===== src/verilog/eag_pkg.sv =====
// Shared types and constants for the effective address generator.
// Assumes a single processor clock domain and a 32-bit address space.
package eag_pkg;

	// Operation word field layout
	localparam int EA_MODE_HI = 5;
	localparam int EA_MODE_LO = 3;
	localparam int EA_REG_HI  = 2;
	localparam int EA_REG_LO  = 0;

	// Mode field values
	localparam logic [2:0] MODE_DATA_DIR = 3'h0;
	localparam logic [2:0] MODE_ADDR_DIR = 3'h1;
	localparam logic [2:0] MODE_IND      = 3'h2;
	localparam logic [2:0] MODE_POSTINC  = 3'h3;
	localparam logic [2:0] MODE_PREDEC   = 3'h4;
	localparam logic [2:0] MODE_DISP     = 3'h5;
	localparam logic [2:0] MODE_INDEX    = 3'h6;
	localparam logic [2:0] MODE_SPECIAL  = 3'h7;

	// Sub-mode values under the special mode
	localparam logic [2:0] SUB_ABS_SHORT = 3'h0;
	localparam logic [2:0] SUB_ABS_LONG  = 3'h1;
	localparam logic [2:0] SUB_PC_DISP   = 3'h2;
	localparam logic [2:0] SUB_PC_INDEX  = 3'h3;
	localparam logic [2:0] SUB_IMMEDIATE = 3'h4;

	// Register selection codes towards the register file
	localparam logic [4:0] REG_DATA_BASE = 5'h00;
	localparam logic [4:0] REG_ADDR_BASE = 5'h08;
	localparam logic [4:0] REG_USER_SP   = 5'h0F;
	localparam logic [4:0] REG_SUPER_SP  = 5'h10;
	localparam logic [2:0] STACK_REG_NUM = 3'h7;

	// Index extension word layout
	localparam int IDX_IS_ADDR = 15;
	localparam int IDX_REG_HI  = 14;
	localparam int IDX_REG_LO  = 12;
	localparam int IDX_IS_LONG = 11;

	// Step sizes
	localparam logic [31:0] STEP_ONE  = 32'h0000_0001;
	localparam logic [31:0] STEP_TWO  = 32'h0000_0002;
	localparam logic [31:0] STEP_FOUR = 32'h0000_0004;

	typedef enum logic [1:0] {
		SIZE_BYTE = 2'h0,
		SIZE_WORD = 2'h1,
		SIZE_LONG = 2'h2
	} eag_size_t;

	typedef enum logic [1:0] {
		KIND_REGISTER  = 2'h0,
		KIND_MEMORY    = 2'h1,
		KIND_IMMEDIATE = 2'h2,
		KIND_STATUS    = 2'h3
	} eag_kind_t;

	typedef struct packed {
		logic [15:0] op_word;
		eag_size_t   size;
		logic        is_jump;
		logic        status_sel;
		logic        supervisor;
		logic [31:0] ext_addr;
	} eag_req_t;

	typedef struct packed {
		eag_kind_t   kind;
		logic [4:0]  reg_sel;
		logic [31:0] addr;
		logic        program_ref;
		logic [31:0] imm;
		logic        illegal;
	} eag_res_t;

	function automatic logic [4:0] reg_code(input logic is_addr, input logic [2:0] num,
		input logic supervisor);
		if (!is_addr)
			reg_code = REG_DATA_BASE + {2'h0, num};
		else if (num != STACK_REG_NUM)
			reg_code = REG_ADDR_BASE + {2'h0, num};
		else
			reg_code = supervisor ? REG_SUPER_SP : REG_USER_SP;
	endfunction

	function automatic logic [31:0] sext16(input logic [15:0] v);
		sext16 = {{16{v[15]}}, v};
	endfunction

	function automatic logic [31:0] sext8(input logic [7:0] v);
		sext8 = {{24{v[7]}}, v};
	endfunction

endpackage


===== src/verilog/eag_top.sv =====
// Effective address generator: decodes the operand field of an operation
// word, fetches extension words and registers, and reports the operand.
// Assumes the sequencer, register file and word source share core_clk;
// register reads return data exactly one cycle after the select is set.
// The sequencer holds each request until it sees req_ready high;
// offers made while req_ready is low never start a decode.
//
// Contract
// - Split the address field into a three-bit mode and three-bit register.
// - Take needed extension words from those following the operation word.
// - Register direct modes name one of sixteen registers, no memory access.
// - Data register direct uses the data register named by the field.
// - Address register direct uses the address register named by the field.
// - Indirect uses register contents as address; data ref except jumps.
// - Post-increment addresses with register, then adds one, two or four.
// - Post-increment byte through stack pointer adds two.
// - Pre-decrement subtracts by size first; byte via stack pointer subtracts two.
// - Displacement mode adds sign-extended 16-bit extension to register.
// - Index mode adds register, sign-extended low byte and index register.
// - Special modes use the register field as sub-mode selector.
// - Absolute short sign-extends one 16-bit extension word.
// - Absolute long joins two words, first word is the high half.
// - PC displacement adds extension to its own address; program reference.
// - PC index adds extension address, low byte and index; program reference.
// - Immediate byte, word or long come from one or two extension words.
// - Status register instructions let the address field select the status register.
// - Modes zero to six decode as the seven register-based modes.
// - Under mode seven, register values zero to four are the special modes.
// - Address register seven maps to supervisor or user stack pointer.
`timescale 1ns/1ps
module eag_top
	import eag_pkg::*;
(
	// Clock and reset
	input  wire logic       core_clk,
	input  wire logic       arst_n,
	// Request from the sequencer
	input  wire logic       req_valid,
	input  wire eag_req_t   req,
	output logic            req_ready,
	// Extension word stream
	output logic            ext_req,
	input  wire logic       ext_valid,
	input  wire logic [15:0] ext_word,
	// Register file read port
	output logic [4:0]      reg_rd_sel,
	input  wire logic [31:0] reg_rd_data,
	// Register file write port for side effects
	output logic            reg_wr_en,
	output logic [4:0]      reg_wr_sel,
	output logic [31:0]     reg_wr_data,
	// Result
	output logic            done,
	output eag_res_t        result
);

	typedef enum logic [2:0] {
		ST_IDLE,
		ST_BASE,
		ST_EXT1,
		ST_EXT2,
		ST_INDEX
	} eag_state_t;

	logic        rst_meta_n;
	logic        rst_n;
	eag_state_t  state;
	eag_state_t  next_state;
	eag_req_t    cur;
	logic [31:0] acc;
	logic [31:0] next_acc;
	logic [15:0] first_word;
	logic        next_ext_req;
	logic [4:0]  next_rd_sel;
	logic        next_wr_en;
	logic [4:0]  next_wr_sel;
	logic [31:0] next_wr_data;
	logic        next_done;
	eag_res_t    next_result;

	logic [2:0]  mode;
	logic [2:0]  regf;
	logic [2:0]  req_mode;
	logic [2:0]  req_regf;
	logic        ext_take;
	logic        is_sp;
	logic [31:0] step;
	logic        mem_ref;

	logic        req_take;
	logic        pc_mode;
	logic [31:0] dec_addr;

	// Both halves of a two-word extension, first word on top
	function automatic logic [31:0] join_words(input logic [15:0] hi, input logic [15:0] lo);
		join_words = {hi, lo};
	endfunction

	// A word-sized index contributes only its sign-extended low half
	function automatic logic [31:0] index_value(input logic is_long, input logic [31:0] data);
		index_value = is_long ? data : sext16(data[15:0]);
	endfunction

	// Release reset through two flops so removal is clean to core_clk
	always_ff @(posedge core_clk or negedge arst_n) begin
		if (!arst_n) begin
			rst_meta_n <= 1'b0;
			rst_n      <= 1'b0;
		end else begin
			rst_meta_n <= 1'b1;
			rst_n      <= rst_meta_n;
		end
	end

	assign req_mode = req.op_word[EA_MODE_HI:EA_MODE_LO];
	assign req_regf = req.op_word[EA_REG_HI:EA_REG_LO];
	assign mode     = cur.op_word[EA_MODE_HI:EA_MODE_LO];
	assign regf     = cur.op_word[EA_REG_HI:EA_REG_LO];
	assign ext_take = ext_req && ext_valid;
	assign is_sp    = (regf == STACK_REG_NUM);

	// Gating on ready keeps a held offer from being taken twice
	assign req_take = req_valid && req_ready;
	assign pc_mode  = (mode == MODE_SPECIAL) && ((regf == SUB_PC_DISP) || (regf == SUB_PC_INDEX));
	assign dec_addr = reg_rd_data - step;

	// Byte steps through the stack pointer keep it word aligned
	always_comb begin
		unique case (cur.size)
			SIZE_BYTE: step = is_sp ? STEP_TWO : STEP_ONE;
			SIZE_WORD: step = STEP_TWO;
			default:   step = STEP_FOUR;
		endcase
	end

	// Memory modes that a jump turns into program references
	assign mem_ref = (mode == MODE_IND) || (mode == MODE_DISP) || (mode == MODE_INDEX) ||
		((mode == MODE_SPECIAL) && ((regf == SUB_ABS_SHORT) || (regf == SUB_ABS_LONG)));

	always_comb begin
		next_state   = state;
		next_acc     = acc;
		next_ext_req = 1'b0;
		next_rd_sel  = reg_rd_sel;
		next_wr_en   = 1'b0;
		next_wr_sel  = reg_wr_sel;
		next_wr_data = reg_wr_data;
		next_done    = 1'b0;
		next_result  = result;
		unique case (state)
			ST_IDLE: begin
				if (req_take) begin
					next_result         = '0;
					next_result.kind    = KIND_MEMORY;
					next_result.reg_sel = reg_code(req_mode != MODE_DATA_DIR, req_regf,
						req.supervisor);
					// Direct, illegal and status answers finish at once
					unique case (req_mode)
						MODE_DATA_DIR, MODE_ADDR_DIR: begin
							next_result.kind = KIND_REGISTER;
							next_done        = 1'b1;
						end
						MODE_SPECIAL: begin
							if (req_regf > SUB_IMMEDIATE) begin
								next_result.illegal = 1'b1;
								next_done           = 1'b1;
							end else if (req_regf == SUB_IMMEDIATE && req.status_sel) begin
								next_result.kind = KIND_STATUS;
								next_done        = 1'b1;
							end else begin
								next_state   = ST_EXT1;
								next_ext_req = 1'b1;
							end
						end
						default: begin
							next_rd_sel = reg_code(1'b1, req_regf, req.supervisor);
							next_state  = ST_BASE;
						end
					endcase
				end
			end
			ST_BASE: begin
				// Register contents arrive one cycle after the select
				next_acc = reg_rd_data;
				unique case (mode)
					MODE_IND: begin
						next_result.addr        = reg_rd_data;
						next_result.program_ref = cur.is_jump;
						next_done               = 1'b1;
						next_state              = ST_IDLE;
					end
					MODE_POSTINC: begin
						// Write-back lands with done, before any later read
						next_result.addr = reg_rd_data;
						next_wr_en       = 1'b1;
						next_wr_sel      = reg_rd_sel;
						next_wr_data     = reg_rd_data + step;
						next_done        = 1'b1;
						next_state       = ST_IDLE;
					end
					MODE_PREDEC: begin
						next_result.addr = dec_addr;
						next_wr_en       = 1'b1;
						next_wr_sel      = reg_rd_sel;
						next_wr_data     = dec_addr;
						next_done        = 1'b1;
						next_state       = ST_IDLE;
					end
					default: begin
						next_state   = ST_EXT1;
						next_ext_req = 1'b1;
					end
				endcase
			end
			ST_EXT1: begin
				// ext_req falls on the edge that takes the last word needed
				next_ext_req = !ext_valid;
				if (ext_take) begin
					next_done  = 1'b1;
					next_state = ST_IDLE;
					if (mode == MODE_DISP) begin
						next_result.addr = acc + sext16(ext_word);
					end else if (mode == MODE_INDEX || regf == SUB_PC_INDEX) begin
						// PC-relative base is the extension word's own address
						next_acc = ((mode == MODE_INDEX) ? acc : cur.ext_addr)
							+ sext8(ext_word[7:0]);
						next_rd_sel = reg_code(ext_word[IDX_IS_ADDR],
							ext_word[IDX_REG_HI:IDX_REG_LO], cur.supervisor);
						next_done  = 1'b0;
						next_state = ST_INDEX;
					end else begin
						unique case (regf)
							SUB_ABS_SHORT: next_result.addr = sext16(ext_word);
							SUB_PC_DISP: begin
								next_result.addr = cur.ext_addr + sext16(ext_word);
							end
							SUB_ABS_LONG: begin
								// ext_req stays up between the two words
								next_done    = 1'b0;
								next_state   = ST_EXT2;
								next_ext_req = 1'b1;
							end
							default: begin
								next_result.kind = KIND_IMMEDIATE;
								if (cur.size == SIZE_BYTE)
									next_result.imm = {24'h00_0000, ext_word[7:0]};
								else if (cur.size == SIZE_WORD)
									next_result.imm = {16'h0000, ext_word};
								else begin
									next_done    = 1'b0;
									next_state   = ST_EXT2;
									next_ext_req = 1'b1;
								end
							end
						endcase
					end
				end
				next_result.program_ref = pc_mode ||
					(cur.is_jump && mem_ref);
			end
			ST_EXT2: begin
				next_ext_req = !ext_valid;
				if (ext_take) begin
					// Second word fills the low half
					if (regf == SUB_ABS_LONG)
						next_result.addr = join_words(first_word, ext_word);
					else
						next_result.imm = join_words(first_word, ext_word);
					next_done  = 1'b1;
					next_state = ST_IDLE;
				end
			end
			ST_INDEX: begin
				// Index register was selected on the previous edge
				next_result.addr        = acc + index_value(first_word[IDX_IS_LONG],
					reg_rd_data);
				next_result.program_ref = pc_mode || cur.is_jump;
				next_done  = 1'b1;
				next_state = ST_IDLE;
			end
			default: next_state = ST_IDLE;
		endcase
	end

	// Sequencing
	always_ff @(posedge core_clk or negedge rst_n) begin
		if (!rst_n)
			state <= ST_IDLE;
		else
			state <= next_state;
	end

	// Request capture; an offer is only taken while ready is high
	always_ff @(posedge core_clk or negedge rst_n) begin
		if (!rst_n) begin
			cur       <= '0;
			req_ready <= 1'b0;
		end else begin
			if (state == ST_IDLE && req_take)
				cur <= req;
			req_ready <= (next_state == ST_IDLE) && !(state == ST_IDLE && req_take);
		end
	end

	// Address accumulator and first extension word
	always_ff @(posedge core_clk or negedge rst_n) begin
		if (!rst_n) begin
			acc        <= '0;
			first_word <= '0;
		end else begin
			acc <= next_acc;
			if (state == ST_EXT1 && ext_take)
				first_word <= ext_word;
		end
	end

	// Extension word request and register file ports
	always_ff @(posedge core_clk or negedge rst_n) begin
		if (!rst_n) begin
			ext_req     <= 1'b0;
			reg_rd_sel  <= '0;
			reg_wr_en   <= 1'b0;
			reg_wr_sel  <= '0;
			reg_wr_data <= '0;
		end else begin
			ext_req     <= next_ext_req;
			reg_rd_sel  <= next_rd_sel;
			reg_wr_en   <= next_wr_en;
			reg_wr_sel  <= next_wr_sel;
			reg_wr_data <= next_wr_data;
		end
	end

	// Result and completion pulse
	always_ff @(posedge core_clk or negedge rst_n) begin
		if (!rst_n) begin
			done   <= 1'b0;
			result <= '0;
		end else begin
			done   <= next_done;
			result <= next_result;
		end
	end

endmodule

===== config.mk =====
export PLATFORM = sky130hd
export DESIGN_NAME = eag_top
export DESIGN_NICKNAME = d
export VERILOG_FILES = /design/src/verilog/eag_pkg.sv /design/src/verilog/eag_top.sv
export SDC_FILE = /design/constraint.sdc
export NUM_CORES = 1
export LEC_CHECK = 0
export BUFFER_PORTS_ARGS = -buffer_cell sky130_fd_sc_hd__buf_2
export CAP_MARGIN = 30
export CORE_MARGIN = 2
export CORE_UTILIZATION = 40
export CTS_CLUSTER_SIZE = 24
export DETAILED_ROUTE_END_ITERATION = 10
export GPL_ROUTABILITY_DRIVEN = 0
export PLACE_DENSITY = 0.7
export SYNTH_ARGS = -nofsm -noshare
export SYNTH_HDL_FRONTEND = slang
export SYNTH_SLANG_ARGS = --single-unit

===== constraint.sdc =====
create_clock -name core_clk -period 8.85 [get_ports core_clk]
set_input_delay 1.3275 -clock core_clk [delete_from_list [all_inputs] [get_ports core_clk]]
set_output_delay 1.3275 -clock core_clk [all_outputs]
set_load 0.02 [all_outputs]

==> results of run 1 <==
[state kept, by name (all words and copies together) (netlist names)]
signal,count
first_word,16
result,73
done,1
acc,32
reg_wr_en,1
reg_rd_sel,5
req_ready,1
state,3
ext_req,1
cur,42
reg_wr_data,32
rst_n,1
rst_meta_n,1
reg_wr_sel,5
[stage by stage]
stage	hold WS (ns)	cell area [sq um]	power (W)
2_1_floorplan	0.331	17800	0.00532
3_3_place_gp	0.341	19300	0.00651
3_5_place_dp	0.342	19300	0.00669
4_1_cts	0.356	20100	0.00773
5_1_grt	0.368	20100	0.00838
6_report	0.355	20100	0.00782
[power by group]
group          leakage, nW  internal (W)  switching [W]
registers             2.70       0.00140       0.000437
logic                 6.54       0.00188        0.00309
clock network        0.380      0.000559       0.000460
[synth_stat cells (12+ instances only)]
master and count:
a211oi_1 25, a21o_1 70, a21oi_1 184, a221oi_1 12, a31oi_1 34, and3_1 29
clkbuf_1 122, dfrtp_1 214, ha_1 130, inv_1 39, mux2_2 35, mux2i_1 15
nand2_1 479, nand2b_1 19, nand3_1 50, nand4_1 14, nor2_1 145, nor2b_1 17
nor3_1 32, o211ai_1 20, o21a_1 16, o21ai_0 206, o21bai_1 19, o221ai_1 12
or3_1 12, xnor2_1 95, xor2_1 71
[metal layers]
layer / up-vias / routed length (um) / GRT usage [%]
met2: 991 / 27500 / 41.7
li1: 8359 / - / -
met4: 6 / 3270 / 12.7
met1: 8273 / 26000 / 35.1
met3: 197 / 6060 / 4.02
met5: - / 28 / 0
[logic make-up after synthesis]
kind of cell	after synthesis	share of synthesized area, %
and+or+nand+nor	848	20.8
AOI/OAI and AO/OA	692	24.3
DFF	214	30.1
buffers and inverters	170	3.69
xor gates and xnor gates	166	8.18
adders and majority gates	136	9.82
muxes	50	3.06
other	1	0.0211
[layout make-up]
type / instances / area share [%]
clock buffers: 27 / 3.20
inverters: 39 / 0.728
multi-input cells: 1893 / 58.7
repair buffers: 233 / 6.24
flip-flops and latches: 214 / 26.7
diodes: 3 / 0.0374
clock inverters: 17 / 0.710
well taps: 592 / 3.69
[how the worst min path moves through the flow]
| stage | from | to | slack [ns] | cells after the start |
|---|---|---|---|---|
| 2_1_floorplan | rst_meta_n | rst_n | 0.33 | 0 |
| 3_3_place_gp | rst_meta_n | rst_n | 0.34 | 0 |
| 3_5_place_dp | rst_meta_n | rst_n | 0.34 | 0 |
| 4_1_cts | rst_meta_n | rst_n | 0.36 | 0 |
| 5_1_grt | rst_meta_n | rst_n | 0.37 | 0 |
| 6_report | rst_meta_n | rst_n | 0.36 | 0 |
==> out/qor_table.md, run 1 <==
| Parameter | This run |
| --- | --- |
| Status | finished, final reports clean |
| Bufs on Longest Clock Path | 3 |
| Mean instance size in the synthesized netlist | 7.81 sq um |
| Post-Route WL | 62900 um |
| Area of the die | 0.0462 sq mm |
| Final std cells w/o fill | 3018 |
| Worst clock skew on the final layout | 0.0215 ns |
| Setup repair after global routing missed its margin | false |
| Synth area leaders | dfrtp_1, nand2_1, ha_1 |
| Cell with the biggest individual delay on the critical path | a2111oi_0 |
| Power density relative to cell area | 389 mW/mm^2 |
| Post-route minimum period | 4.80 ns |
| Worst hold-check path type | reg2reg |
| Largest net degree at the start of global routing | 162 |
| HPWL Detailed | 47700 um |
| Mean routed wirelength per cell | 20.8 um |
| Max-cap violations | 0 |
| Top Family by Delay on Critical Path | compound AO/OA/AOI/OAI gates |
| I/O pin count | 224 |
| Area of the core | 0.0440 sq mm |
| Total grt overflow | 0 |
| DRC violations left | 0 |
| Worst-path maximum fanout | 9 |
| Final hold violation count | 0 |
| Post-synth net total | 2518 |
| Area occupied by registers | 0.00536 sq mm |
| Pin slew with the least headroom to its limit | 1.07 ns |
| Die Ht | 215 um |
| TritonCTS clock tree | done |
| Startpoint kind of the worst setup timing path | input pin |
| Max-slew headroom at the worst pin | 26.8% |
| Share of final-layout standard cells stronger than drive strength 1 | 14.0% |
| Critical setup path kind | in2reg |
| Part of the cycle the worst path needs | 54.2% |
| Highest-count cells in the layout ignoring fill and taps | nand2_1, dfrtp_1, buf_2 |
| Pleak | 9.62 nW |
| Placed Cells incl. Taps | 2971 |
| Synth Cell Area | 0.0178 sq mm |
| Drt pass-1 iters | 9 |
| Synth async-reset ratio | 100% |
| Initial Utilization | 40.4% |
| Data required time at the worst endpoint | 9.29 ns |
| Number of cell instances on the worst register-to-register path | 11 |
| Endpoint of the lowest-slack register-to-register path | result[64] |
| Setup violators final | 0 |
| Via count | 17800 |
| Synthesized netlist cell count | 2277 |
| First-pass GRT wire length | 96100 um |
| Area added between synthesis and finish | 13.0% |
| Dpl ws | 3.84 ns |
| Worst setup margin | 4.05 ns |
| Count of cell instances traversed by the critical path | 12 |
| CP startpoint | reg_rd_data[4] |
| Largest voltage drop on the vdd net | 0.000218 V |
| GR Util All Layers | 26.3% |
| Post-synth EDFFs | 0 |
| Cell type contributing the most total cell area after synthesis | dfrtp_1 |
| Max Slew Vio Count | 0 |
| Worst-case register-to-register setup slack | 4.19 ns |
| 1st-iter DRT viols | 2126 |
| Library cells used by synthesis | 76 |
| Number of port buffers | 213 |
| Worst setup path endpoint | result[64] |
| Via-per-instance ratio | 5.91 |
| Clock Latency Late Sink | 0.56 ns |
| Clock H-tree levels | 1 |
| Area of the multi-input gates | 0.0118 sq mm |
| Core occupancy in the finished layout | 45.6% |
| Library cell appearing most often on the critical path | o21ai_0 |
| Number of buffers added for setup after CTS | 0 |
| Post-layout nets | 2647 |
| Quantity of hold-fixing buffers added after cts | 0 |
| Peak clock frequency supported by timing | 0.209 GHz |
| Post-cts gate resize count | 0 |
| Vias in the first global route | 17100 |
| Post-route antenna net violation count | 0 |
| Sink Count | 214 |
| Seq cells post-synth | 214 |
| Yosys warns | 0 |
| Kind of end point of the critical path | register |
| Worst path cell trace | buf_2, ha_1, a2111oi_0, o21ai_0, a221oi_2, nor2_1, o31ai_1, o221a_2, nor2b_1, o21ai_0, mux2_2, o221ai_1 |
| Arrival @ worst endpoint | 5.24 ns |
| Number of buffer and inverter instances along the worst setup path | 1 |
| Clock-pin slew on the worst setup and hold paths | 0.06 ns |
| Startpoint of the most critical register-to-register path | state[2] |
| Die Span X | 215 um |
| Total CTS buffers | 25 |
| Aggregate negative setup slack | 0 ns |
| Top flip-flop cell by instance count after synthesis | dfrtp_1 |
| Share of the synthesized area in the top cell type | 30.1% |
| Antenna violations before repair | 5 |
| Library cell used as clock root buffer | clkbuf_16 |
| Number of placement rows | 77 |
| Post-synthesis sequential area ratio | 30.1% |
| Delay of the slowest critical-path stage | 0.68 ns |
| Number of fillers in the final layout | 4374 |
| Most frequent standard cell in the layout excluding fill and tap cells | nand2_1 |
Power figures use the tool's default switching activity.
==> run 2, diff against run 1 <==
==> constraint.sdc (replaced) <==
create_clock -name core_clk -period 4.48 [get_ports core_clk]
set_input_delay 0.672 -clock core_clk [delete_from_list [all_inputs] [get_ports core_clk]]
set_output_delay 0.672 -clock core_clk [all_outputs]
set_load 0.02 [all_outputs]
==> out/qor_table.md, run 2 (same netlist as run 1, synthesis figures left out) <==
| Parameter | This run | vs previous |
| --- | --- | --- |
| Clock H-tree levels | 1 | unchanged |
| Number of port buffers | 213 | unchanged |
| Final hold violation count | 0 | unchanged |
| Arrival @ worst endpoint | 4.62 ns | was 5.24 ns |
| Area of the core | 0.0440 sq mm | unchanged |
| Bufs on Longest Clock Path | 3 | unchanged |
| Max Slew Vio Count | 0 | unchanged |
| Number of fillers in the final layout | 4357 | was 4374 |
| First-pass GRT wire length | 98800 um | was 96100 um |
| Area of the die | 0.0462 sq mm | unchanged |
| Setup violators final | 0 | unchanged |
| Post-layout nets | 2682 | was 2647 |
| Total CTS buffers | 25 | unchanged |
| Library cell used as clock root buffer | clkbuf_16 | unchanged |
| Clock Latency Late Sink | 0.57 ns | was 0.56 ns |
| Antenna violations before repair | 4 | was 5 |
| Worst-path maximum fanout | 10 | was 9 |
| HPWL Detailed | 49500 um | was 47700 um |
| Worst clock skew on the final layout | 0.0282 ns | was 0.0215 ns |
| Highest-count cells in the layout ignoring fill and taps | nand2_1, dfrtp_1, buf_2 | unchanged |
| Share of final-layout standard cells stronger than drive strength 1 | 15.3% | was 14.0% |
| Flip-flop count of the largest register after layout | 73 | unchanged |
| Die Ht | 215 um | unchanged |
| Status | finished, final reports clean | unchanged |
| DRC violations left | 0 | unchanged |
| Clock-pin slew on the worst setup and hold paths | 0.06 ns | about the same |
| Via-per-instance ratio | 5.98 | was 5.91 |
| Cell area after placement | 0.0196 sq mm | was 0.0193 sq mm |
| TritonCTS clock tree | done | unchanged |
| Area added between synthesis and finish | 14.9% | was 13.0% |
| Post-route minimum period | 4.17 ns |  |
| Number of buffers added for setup after CTS | 0 | unchanged |
| Drt pass-1 iters | 6 | was 9 |
| Die Span X | 215 um | unchanged |
| Power density relative to cell area | 772 mW/mm^2 | was 389 mW/mm^2 |
| Most frequent standard cell in the layout excluding fill and tap cells | nand2_1 | unchanged |
| Sink Count | 214 | unchanged |
| Critical setup path kind | reg2reg | was in2reg |
| Setup repair after global routing missed its margin | false | unchanged |
| Top flop regs | result: 73 flops, cur: 42 flops | unchanged |
| Post-Route WL | 64400 um | was 62900 um |
| Max-slew headroom at the worst pin | 30.8% | was 26.8% |
| Worst hold-check path type | in2reg | was reg2reg |
| Max-cap violations | 0 | unchanged |
| 1st-iter DRT viols | 2139 | was 2126 |
| Number of placement rows | 77 | unchanged |
| Post-route design area | 0.0204 sq mm | was 0.0201 sq mm |
| Register with the most flip-flops | result | unchanged |
| GR Util All Layers | 27.1% | was 26.3% |
| Total grt overflow | 0 | unchanged |
| Pin slew with the least headroom to its limit | 1.04 ns | was 1.07 ns |
| Via count | 18300 | was 17800 |
| Kind of end point of the critical path | register | unchanged |
| I/O pin count | 224 | unchanged |
| Post-route antenna net violation count | 0 | unchanged |
| Part of the cycle the worst path needs | 93.2% |  |
| Peak clock frequency supported by timing | 0.240 GHz |  |
| Vias in the first global route | 17200 | was 17100 |
| Aggregate negative setup slack | 0 ns | unchanged |
| Largest voltage drop on the vdd net | 0.000355 V | was 0.000218 V |
| Final hold slack | 0.312 ns | was 0.355 ns |
| Pleak | 9.82 nW | was 9.62 nW |
| Startpoint kind of the worst setup timing path | register | was input pin |
| Mean routed wirelength per cell | 21.1 um | was 20.8 um |
| Initial Utilization | 40.4% | unchanged |
| Largest net degree at the start of global routing | 77 | was 162 |
| Data required time at the worst endpoint | 4.92 ns | was 9.29 ns |
## run 2: changes by cell type in the layout (fill, tap and decap cells not counted), sizes merged
cell         previous run  this run
dlygate4sd3             0         1
buf                   233       267
bufinv                  1         2
diode                   3         4
clkinv                 11         8
clkbuf                 27        31
clkinvlp                4         3
## run 2: where the power goes
part	switching, W	leakage, nW	internal, W
sequential	0.000825	2.70	0.00277
combinational	0.00621	6.71	0.00383
clock	0.000913	0.413	0.00123
## run 2: area by class of cell
class,instances,area (sq um),share of cell area [%]
multi-input cells,1893,11800,57.8
well taps,592,741,3.63
inverters,39,146,0.717
diodes,4,10.0,0.0490
clock buffers,31,698,3.42
clock inverters,14,150,0.735
repair buffers,268,1520,7.44
flip-flops and latches,214,5360,26.2
## run 2: worst paths after layout
check	start	to	slack, ns	cells after the start
max	cur[40]	acc[31]	0.31	15
min	req[4]	cur[4]	0.31	3
max reg2reg	cur[40]	acc[31]	0.31	15
min reg2reg	rst_n	cur[1]	0.34	0
max in group asynchronous	rst_n	cur[11]	3.11	1
min in group asynchronous	rst_n	cur[1]	0.34	0
## run 2: stage by stage
step	worst slack (ns)	cells	util, %	total power (W)
after detailed placement	0.162	3005	44.4	0.0134
after global routing	0.0912	3054	46.4	0.0169
after CTS	0.165	3051	46.4	0.0156
after floorplan	0.486	2277	-	0.0105
after global placement	0.298	3004	44.4	0.0131
final	0.306	3055	46.4	0.0158
## run 2: timing repair
item / in CTS / in global routing
endpoints found under the hold margin: 2 / 0
endpoints found under the setup margin: 0 / 4
hold buffers: 1 / 0
gates resized for setup: 0 / 2
## run 2: metal layers
metal  vias up  GRT usage [%]  routed length [um]
met5         -              0                  13
met4         2           12.0                2960
met3       172           3.88                6730
met2      1056           43.3               28700
met1      8595           36.5               26000
li1       8445              -                   -
## run 2: critical path, cell delays in order (launching register included)
cell	delay, ns
dfrtp_1	0.38
nor2b_1	0.35
nand2_2	0.29
buf_4	0.24
buf_4	0.17
mux2_2	0.27
ha_1	0.34
and3_1	0.24
o2111ai_1	0.14
o22ai_1	0.21
a41oi_1	0.33
a21boi_1	0.16
o21a_1	0.25
o41ai_1	0.37
mux2i_1	0.24
nand3_1	0.09
